`src/common/esc_pkg.sv`:
```
// Package with register map, field positions and carrier types for the Sa capture bank.
package esc_pkg;

   // ==========================================
   // Register offsets, index within one port
   localparam logic [9:0] REG_REMOTE_ALARM = 10'h068;
   localparam logic [9:0] REG_NAT4 = 10'h069;
   localparam logic [9:0] REG_NAT5 = 10'h06a;
   localparam logic [9:0] REG_NAT6 = 10'h06b;
   localparam logic [9:0] REG_NAT7 = 10'h06c;
   localparam logic [9:0] REG_NAT8 = 10'h06d;
   localparam logic [9:0] REG_LAST_NAT = 10'h06e;
   localparam logic [9:0] REG_NAT6_CODE = 10'h06f;
   localparam logic [9:0] REG_MASTER_MODE = 10'h080;
   localparam logic [9:0] REG_CONTROL_ONE = 10'h081;
   localparam logic [9:0] REG_IRQ_STATUS = 10'h0f0;
   localparam logic [9:0] REG_IRQ_MASK = 10'h0f1;
   localparam logic [9:0] REG_NAT_CHANGE_MASK = 10'h0f2;
   localparam logic [11:0] PORT_STRIDE = 12'h200;
   localparam logic [1:0] PORT_INDEX = 2'h0;

   // ==========================================
   // Field positions
   localparam int MM_FRAMER_ON = 7;
   localparam int MM_INIT_DONE = 6;
   localparam int MM_SYNC_OFF = 5;
   localparam int MM_SOFT_CLEAR = 1;
   localparam int MM_STANDARD = 0;
   localparam int RC_RESYNC = 0;
   localparam int IRQ_NAT_CHANGE = 0;
   localparam int IRQ_MF_DONE = 1;
   localparam logic [7:0] MM_WRITABLE = 8'he3;
   localparam logic [7:0] RC_E1_WRITABLE = 8'h7f;
   localparam logic [7:0] RESET_BYTE = 8'h00;
   localparam logic [3:0] FRAMES_PER_MF = 4'hf;

   // ==========================================
   // Carrier types
   typedef struct packed {
      logic valid;
      logic [3:0] frame;
      logic remote_alarm;
      logic [4:0] national;
   } esc_nfas_t;

   typedef struct packed {
      logic [9:0] addr;
      logic [7:0] wdata;
      logic wr;
      logic rd;
   } esc_bus_t;

endpackage

```
`src/verilog/esc_rx_sa_bank.sv`:
```
// Receive Sa capture, remote alarm capture and receive master mode register bank.
`timescale 1ns/100ps
module esc_rx_sa_bank
(
   input wire logic i_clk,
   input wire logic i_rst,
   input wire logic i_ce,
   input wire logic [9:0] i_addr,
   input wire logic [7:0] i_wdata,
   input wire logic i_wr,
   input wire logic i_rd,
   input wire logic i_nfas_valid,
   input wire logic [3:0] i_nfas_frame,
   input wire logic i_nfas_alarm,
   input wire logic [4:0] i_nfas_national,
   output logic [7:0] o_rdata,
   output logic o_irq,
   output logic o_framer_run,
   output logic o_rx_sync_off,
   output logic o_rx_soft_clear,
   output logic o_rx_standard_e1,
   output logic o_resync_pulse
);

   // ==========================================
   // State

   typedef enum logic [2:0]
   {
      ESC_IDLE = 3'b001,
      ESC_RUN = 3'b010,
      ESC_LOWPWR = 3'b100
   } esc_mode_t;

   typedef struct packed {
      esc_mode_t mode;
      logic [7:0] alarm_acc;
      logic [4:0][7:0] nat_acc;
      logic [7:0] alarm;
      logic [4:0][7:0] nat;
      logic [4:0] last_nat;
      logic [7:0] master;
      logic [7:0] ctl_t1;
      logic [7:0] ctl_e1;
      logic [1:0] irq_status;
      logic [1:0] irq_mask;
      logic [4:0] nat_mask;
      logic resync_prev;
      logic [7:0] rdata;
      logic irq;
      logic resync;
   } esc_state_t;

   esc_state_t s_q;
   esc_state_t s_d;
   esc_pkg::esc_nfas_t nfas;
   esc_pkg::esc_bus_t bus;
   logic [3:0] code;
   logic rx_active;
   logic code_clear;

   // Odd frame n maps to bit (n-1)/2, so frame 15 lands on bit 7.
   function automatic logic [2:0] frame_slot(input logic [3:0] frame);
      frame_slot = frame[3:1];
   endfunction

   // Offsets are local to one port; the port base, index times stride, is removed upstream.
   function automatic logic is_addr(input logic [9:0] a, input logic [9:0] reg_off);
      is_addr = (a == reg_off);
   endfunction

   assign nfas = '{valid: i_nfas_valid, frame: i_nfas_frame,
                   remote_alarm: i_nfas_alarm, national: i_nfas_national};
   assign bus = '{addr: i_addr, wdata: i_wdata, wr: i_wr, rd: i_rd};

   // Capture only runs in E1 mode with the framer started and the receiver out of reset.
   assign rx_active = (s_q.mode == ESC_RUN) && s_q.master[esc_pkg::MM_STANDARD]
                      && !s_q.master[esc_pkg::MM_SOFT_CLEAR];
   assign code_clear = !rx_active;

   esc_nat6_code u_code
   (
      .i_clk(i_clk),
      .i_rst(i_rst),
      .i_ce(i_ce),
      .i_clear(code_clear),
      .i_shift(rx_active && nfas.valid && nfas.frame[0]),
      .i_bit(nfas.national[2]),
      .o_code(code)
   );

   // ==========================================
   // Next state

   always_comb
   begin
      logic [1:0] ev;
      logic [2:0] slot;
      ev = 2'h0;
      slot = frame_slot(nfas.frame);
      s_d = s_q;
      s_d.resync = 1'b0;
      s_d.rdata = esc_pkg::RESET_BYTE;

      // Mode sequencing on init done.
      unique case (s_q.mode)
         ESC_IDLE:
         begin
            if (s_q.master[esc_pkg::MM_INIT_DONE])
            begin
               s_d.mode = s_q.master[esc_pkg::MM_FRAMER_ON] ? ESC_RUN : ESC_LOWPWR;
            end
         end
         ESC_RUN:
         begin
            if (!s_q.master[esc_pkg::MM_INIT_DONE])
            begin
               s_d.mode = ESC_IDLE;
            end
            else if (!s_q.master[esc_pkg::MM_FRAMER_ON])
            begin
               s_d.mode = ESC_LOWPWR;
            end
         end
         ESC_LOWPWR:
         begin
            if (!s_q.master[esc_pkg::MM_INIT_DONE])
            begin
               s_d.mode = ESC_IDLE;
            end
            else if (s_q.master[esc_pkg::MM_FRAMER_ON])
            begin
               s_d.mode = ESC_RUN;
            end
         end
      endcase

      // Frame capture from odd (non-align) frames.
      if (s_q.master[esc_pkg::MM_SOFT_CLEAR])
      begin
         s_d.alarm_acc = esc_pkg::RESET_BYTE;
         s_d.nat_acc = '0;
      end
      else if (rx_active && nfas.valid && nfas.frame[0])
      begin
         s_d.alarm_acc[slot] = nfas.remote_alarm;
         for (int i = 0; i < 5; i++)
         begin
            s_d.nat_acc[4 - i][slot] = nfas.national[4 - i];
         end
         s_d.last_nat = nfas.national;
         if (|((nfas.national ^ s_q.last_nat) & s_q.nat_mask))
         begin
            ev[esc_pkg::IRQ_NAT_CHANGE] = 1'b1;
         end
         if (nfas.frame == esc_pkg::FRAMES_PER_MF)
         begin
            // Publish the whole multiframe at once so reads never mix two.
            s_d.alarm = s_d.alarm_acc;
            s_d.nat = s_d.nat_acc;
            ev[esc_pkg::IRQ_MF_DONE] = 1'b1;
         end
      end

      // Register writes; capture registers ignore them.
      if (bus.wr)
      begin
         if (is_addr(bus.addr, esc_pkg::REG_MASTER_MODE))
         begin
            s_d.master = bus.wdata & esc_pkg::MM_WRITABLE;
         end
         if (is_addr(bus.addr, esc_pkg::REG_CONTROL_ONE))
         begin
            if (s_q.master[esc_pkg::MM_STANDARD])
            begin
               s_d.ctl_e1 = bus.wdata & esc_pkg::RC_E1_WRITABLE;
            end
            else
            begin
               s_d.ctl_t1 = bus.wdata;
            end
         end
         if (is_addr(bus.addr, esc_pkg::REG_IRQ_STATUS))
         begin
            s_d.irq_status = s_q.irq_status & ~bus.wdata[1:0];
         end
         if (is_addr(bus.addr, esc_pkg::REG_IRQ_MASK))
         begin
            s_d.irq_mask = bus.wdata[1:0];
         end
         if (is_addr(bus.addr, esc_pkg::REG_NAT_CHANGE_MASK))
         begin
            s_d.nat_mask = bus.wdata[4:0];
         end
      end
      // Set wins over a simultaneous write-one clear.
      s_d.irq_status = s_d.irq_status | ev;

      // Resync pulse on rising edge of the bit in the active layout.
      s_d.resync_prev = s_d.master[esc_pkg::MM_STANDARD] ? s_d.ctl_e1[esc_pkg::RC_RESYNC]
                                                         : s_d.ctl_t1[esc_pkg::RC_RESYNC];
      // A layout switch alone is not a toggle of the bit, so it must not start a resync.
      s_d.resync = s_d.resync_prev && !s_q.resync_prev
                   && (s_d.master[esc_pkg::MM_STANDARD]
                       == s_q.master[esc_pkg::MM_STANDARD]);

      if (bus.rd)
      begin
         unique case (1'b1)
            is_addr(bus.addr, esc_pkg::REG_REMOTE_ALARM): s_d.rdata = s_q.alarm;
            is_addr(bus.addr, esc_pkg::REG_NAT4): s_d.rdata = s_q.nat[4];
            is_addr(bus.addr, esc_pkg::REG_NAT5): s_d.rdata = s_q.nat[3];
            is_addr(bus.addr, esc_pkg::REG_NAT6): s_d.rdata = s_q.nat[2];
            is_addr(bus.addr, esc_pkg::REG_NAT7): s_d.rdata = s_q.nat[1];
            is_addr(bus.addr, esc_pkg::REG_NAT8): s_d.rdata = s_q.nat[0];
            is_addr(bus.addr, esc_pkg::REG_LAST_NAT): s_d.rdata = {3'h0, s_q.last_nat};
            is_addr(bus.addr, esc_pkg::REG_NAT6_CODE): s_d.rdata = {4'h0, code};
            is_addr(bus.addr, esc_pkg::REG_MASTER_MODE): s_d.rdata = s_q.master;
            is_addr(bus.addr, esc_pkg::REG_CONTROL_ONE):
               s_d.rdata = s_q.master[esc_pkg::MM_STANDARD] ? s_q.ctl_e1 : s_q.ctl_t1;
            is_addr(bus.addr, esc_pkg::REG_IRQ_STATUS): s_d.rdata = {6'h0, s_q.irq_status};
            is_addr(bus.addr, esc_pkg::REG_IRQ_MASK): s_d.rdata = {6'h0, s_q.irq_mask};
            is_addr(bus.addr, esc_pkg::REG_NAT_CHANGE_MASK): s_d.rdata = {3'h0, s_q.nat_mask};
            default: s_d.rdata = esc_pkg::RESET_BYTE;
         endcase
      end

      s_d.irq = |(s_d.irq_status & s_d.irq_mask);
   end

   // ==========================================
   // Registers

   always_ff @(posedge i_clk or posedge i_rst)
   begin
      if (i_rst)
      begin
         s_q <= '0;
         s_q.mode <= ESC_IDLE;
      end
      else if (i_ce)
      begin
         s_q <= s_d;
      end
   end

   assign o_rdata = s_q.rdata;
   assign o_irq = s_q.irq;
   // The state is one-hot, so the run bit itself drives the pin without a decoder.
   assign o_framer_run = s_q.mode[1];
   assign o_rx_sync_off = s_q.master[esc_pkg::MM_SYNC_OFF];
   assign o_rx_soft_clear = s_q.master[esc_pkg::MM_SOFT_CLEAR];
   assign o_rx_standard_e1 = s_q.master[esc_pkg::MM_STANDARD];
   assign o_resync_pulse = s_q.resync;
endmodule

```
`src/verilog/esc_nat6_code.sv`:
```
// Sa6 codeword collector: a four-bit codeword latched after every fourth Sa6 bit.
`timescale 1ns/100ps
module esc_nat6_code
(
   input wire logic i_clk,
   input wire logic i_rst,
   input wire logic i_ce,
   input wire logic i_clear,
   input wire logic i_shift,
   input wire logic i_bit,
   output logic [3:0] o_code
);

   typedef struct packed {
      logic [3:0] shift;
      logic [1:0] cnt;
      logic [3:0] code;
   } esc_code_state_t;

   esc_code_state_t s_q;
   esc_code_state_t s_d;

   // Not aligned to the submultiframe, so any rotation of a codeword shows up.
   always_comb
   begin
      s_d = s_q;
      if (i_clear)
      begin
         // The reported codeword is a register and must survive a soft reset or a
         // mode change; only the collection window restarts.
         s_d.shift = 4'h0;
         s_d.cnt = 2'h0;
      end
      else if (i_shift)
      begin
         s_d.shift = {s_q.shift[2:0], i_bit};
         s_d.cnt = s_q.cnt + 2'h1;
         if (s_q.cnt == 2'h3)
         begin
            s_d.code = {s_q.shift[2:0], i_bit};
         end
      end
   end

   always_ff @(posedge i_clk or posedge i_rst)
   begin
      if (i_rst)
      begin
         s_q <= '0;
      end
      else if (i_ce)
      begin
         s_q <= s_d;
      end
   end

   assign o_code = s_q.code;
endmodule

```
`config.mk`:
```
export PLATFORM = sky130hd
export DESIGN_NAME = esc_rx_sa_bank
export DESIGN_NICKNAME = d
export VERILOG_FILES = /design/src/common/esc_pkg.sv /design/src/verilog/esc_rx_sa_bank.sv /design/src/verilog/esc_nat6_code.sv
export SDC_FILE = /design/constraint.sdc
export NUM_CORES = 1
export LEC_CHECK = 0
export ABC_AREA = 1
export ABC_CLOCK_PERIOD_IN_PS = 7330
export BUFFER_PORTS_ARGS = -buffer_cell sky130_fd_sc_hd__buf_2
export CORE_MARGIN = 3
export CORE_UTILIZATION = 55
export CTS_CLUSTER_DIAMETER = 60
export DETAILED_ROUTE_END_ITERATION = 7
export GPL_TIMING_DRIVEN = 0
export PLACE_DENSITY = 0.73
export SLEW_MARGIN = 10
export SYNTH_ARGS = -nofsm -noshare
export SYNTH_HDL_FRONTEND = slang
export SYNTH_SLANG_ARGS = --single-unit
```
`constraint.sdc`:
```
create_clock -name i_clk -period 7.33 [get_ports i_clk]
set_clock_uncertainty 0.15 [all_clocks]
set_input_delay 1.466 -clock i_clk [delete_from_list [all_inputs] [get_ports i_clk]]
set_output_delay 1.466 -clock i_clk [all_outputs]
set_load 0.1 [all_outputs]
```
==> flow_summary.toml <==
[outcome]
outcome = "completed"

[clocking]
insertion_delay_ps = 430
h-tree-depth = 4
ctsHoldBuffers = 0
clk_path_buf_depth = 2
cts_root_buffer = "clkbuf_16"
clkTransAtPathRegs_ps = 60
clock_sink_count = 147
cts_resized = 0
cts_buffers = 17
post_cts.repair.setup_buffers = 0
cts_tree = "yes"

[sta]
finalCriticalPeriod_ps = 2900
finalHoldViolCount = 0
fin_setup_tns_ps = 0
fmax_mhz = 345
drv_slew = 0
rsz0062_at_grt = "no"
relSlewSlack_pct = 57.8
worst_slew_pin_slew_ps = 633
fin_crit_sh_pct = 39.6
finalSetupViolations = 0

[placement]
io_buffers = 46
dp_hpwl_mm = 14.9
gp_congestion = 0.929

[route]
vias = 6732
routed_via_density = 5.55
ant_nets = 0
routed_wl_mm = 20.4
drtIter0Drc = 715
routedWlPerCell_um = 16.8
drc = 0
first_pass_iters = 6

[critical_path]
end_kind = "output pin"
cpMaxStageDelayCell = "buf_2"
path_delay_family = "buffers and inverters"
r2r_slack_ps = 5100
cp-start-kind = "register"
required_ps = 5710
rr_startpoint = "s_q[147]$_DFFE_PP0P_"
critPathKind = "reg -> out"
crit_arrival_ps = 1280
crit_buf_inv = 1
reg2reg_to = "s_q[107]$_DFFE_PP0P_"
crit_chain = "buf_2"
cp_max_fo = 4
r2r_cells = 6
slowest_delay_ps = 450

[min_path]
holdPathStages = 2
hp-class = "reg -> reg"
hold_start = "o_rdata[0]$_DFFE_PP0P_"
whs_endpoint = "o_rdata[0]$_DFFE_PP0P_"

[global_route]
grt_overflow = 0
grt_first_pass_wirelength_mm = 32.3
grt_max_degree = 119
grt_use_total_pct = 28.8
grt_pass1_vias = 6095
antenna_found_initial = 0

[finish]
drive_gt1_share_pct = 12.1
fillCellCount = 1147
finalNetCount = 1064
area_delta_synth_final_pct = 14.9
postLayoutCoreUtil_pct = 65.8
n_antenna_cell = 0

[synthesis]
synth-adder-area-share_pct = 0.170
synth_area_leaders = "dfrtp_1 50%, nand2_1 17%, o21ai_0 5.9%, inv_1 5.7%, o22ai_1 3.9%"
synth.mux.area_fraction_pct = 0
syn_inst = 963
synth_top_area_share_pct = 49.8
synth_simple_gate_area_share_pct = 25.8
synth-xor-area-share_pct = 0
syn-cell-area_um2 = 7340
synth.net_count = 998
synth_top_family_by_area = "simple AND/OR/NAND/NOR gates"
yosysTopAreaCell = "dfrtp_1"
synth.distinct_cells = 30
yosysWarnings = 0
synth-compound-area-share_pct = 14.1
avgSynthCellArea_um2 = 7.62
seq_area_frac_synth_pct = 50.1
ys_ff_latch = 147

[floorplanning]
start_util_pct = 57.2
core_area_um2 = 12800
die_w_um = 122
rows = 41
die_area_um2 = 14800
die_h_um = 122
io_pins = 48

[power_and_ir_drop]
power_per_cell_area_nw_per_um2 = 239
vdd.ir_drop.worst_mv = 0.229
leakagePower_nw = 4.41

[run]
drv_cap = 0
## worst max-delay path by stage
stage,startpoint,end,slack [ps],cells past startpoint
floorplan,i_rst,o_framer_run$_DFFE_PP0P_,1760,1
global placement,i_rst,s_q[116]$_DFFE_PP0P_,110,2
detailed placement,i_addr[9],s_q[14]$_DFFE_PP0P_,4160,7
CTS,o_rdata[2]$_DFFE_PP0P_,o_rdata[2],4410,2
global route,o_rdata[2]$_DFFE_PP0P_,o_rdata[2],4370,2
finish,o_rx_soft_clear$_DFFE_PP0P_,o_rx_soft_clear,4430,1
## power breakdown
| part | total [mW] | switching [mW] | internal (mW) |
|---|---|---|---|
| clock network | 0.914 | 0.365 | 0.549 |
| logic | 0.225 | 0.162 | 0.0631 |
| registers | 0.881 | 0.0223 | 0.859 |
| total | 2.02 | 0.549 | 1.47 |
## worst reg2reg max path: cells and delay by family (launching register included)
family | cells | cell delay, ps
buffers and inverters | 2 | 460
AND/OR/NAND/NOR | 2 | 480
AO/OA/AOI/OAI | 2 | 590
flip-flops | 1 | 420
## cell usage after synthesis
cell / number
nor2_1: 38
inv_2: 4
o211ai_1: 1
inv_1: 111
o22ai_1: 46
nand3b_1: 4
nor3_4: 1
nand4_1: 8
a21oi_1: 5
dfstp_2: 1
o21ai_1: 49
o21a_1: 3
nand3_2: 2
nor2_2: 8
buf_4: 12
nand4_2: 1
and2_1: 1
nand2_2: 1
o21ai_0: 87
clkinv_1: 1
buf_6: 5
ha_1: 1
nand3_1: 53
nand2_1: 330
a22o_1: 1
buf_2: 10
clkbuf_1: 24
nor2_4: 2
dfrtp_1: 146
nor3_1: 7
## placed cells by master, fill, tap and decap left out, types with 3 or more instances in the layout
cell / instances
o21ai_0: 87
nand2_1: 330
bufinv_16: 3
inv_2: 4
dfrtp_1: 146
a21oi_1: 5
o21ai_1: 49
clkinvlp_4: 3
clkbuf_16: 17
nor3_1: 7
nand3b_1: 4
nand3_1: 53
buf_2: 56
o21a_1: 3
nor2_2: 8
nand4_1: 8
clkbuf_1: 24
inv_8: 3
buf_4: 12
o22ai_1: 46
buf_6: 5
inv_1: 110
nor2_1: 38
## state kept, by name (all words and copies together) (netlist names)
signal	cells
u_code.o_code	4
o_irq	1
o_rx_sync_off	1
o_rx_standard_e1	1
o_framer_run	1
o_rdata	8
o_rx_soft_clear	1
s_q	124
o_resync_pulse	1
u_code.s_q	5
## layout make-up
cell class / count / area (µm²) / share of cell area (%)
Timing Repair Buffer: 47 / 258 / 3.06
Tap cell: 172 / 215 / 2.55
Multi-Input combinational cell: 649 / 2940 / 34.9
Inverter: 116 / 443 / 5.25
Sequential cell: 147 / 3680 / 43.6
Buffer: 51 / 287 / 3.40
Clock buffer: 18 / 439 / 5.21
Clock inverter: 13 / 175 / 2.08
## routing by layer
metal  routed length, µm  track usage (%)  up-vias  share of wire (%)
met5                   0                0        -                  0
met4                 538             9.24        0                2.6
met3                1700             6.50       41                8.4
met2                8880             41.9      285                 44
met1                9260             43.1     3181                 45
li1                    -                -     3225                  -
## cells by family (layout without fill, tap and decap cells)
group,Yosys count,count (layout)
fa+ha+maj,1,1
buf+inv,167,245
compound gates,192,192
simple gates,456,456
flops,147,147
## metrics by stage
step                      worst slack (ps)  power [mW]  hold WS (ps)  instance area [µm²]  cells
final                                 4430        2.02           328                 8440   1213
after global routing                  4370        2.09           356                 8440   1213
after CTS                             4410        2.02           331                 8440   1213
after detailed placement              4160        1.12           316                 7820   1182
after global placement                 114        1.11           309                 7790   1181
after floorplan                       1760        1.05           292                 7340    963
No activity file was read; power rests on OpenSTA's default activity.
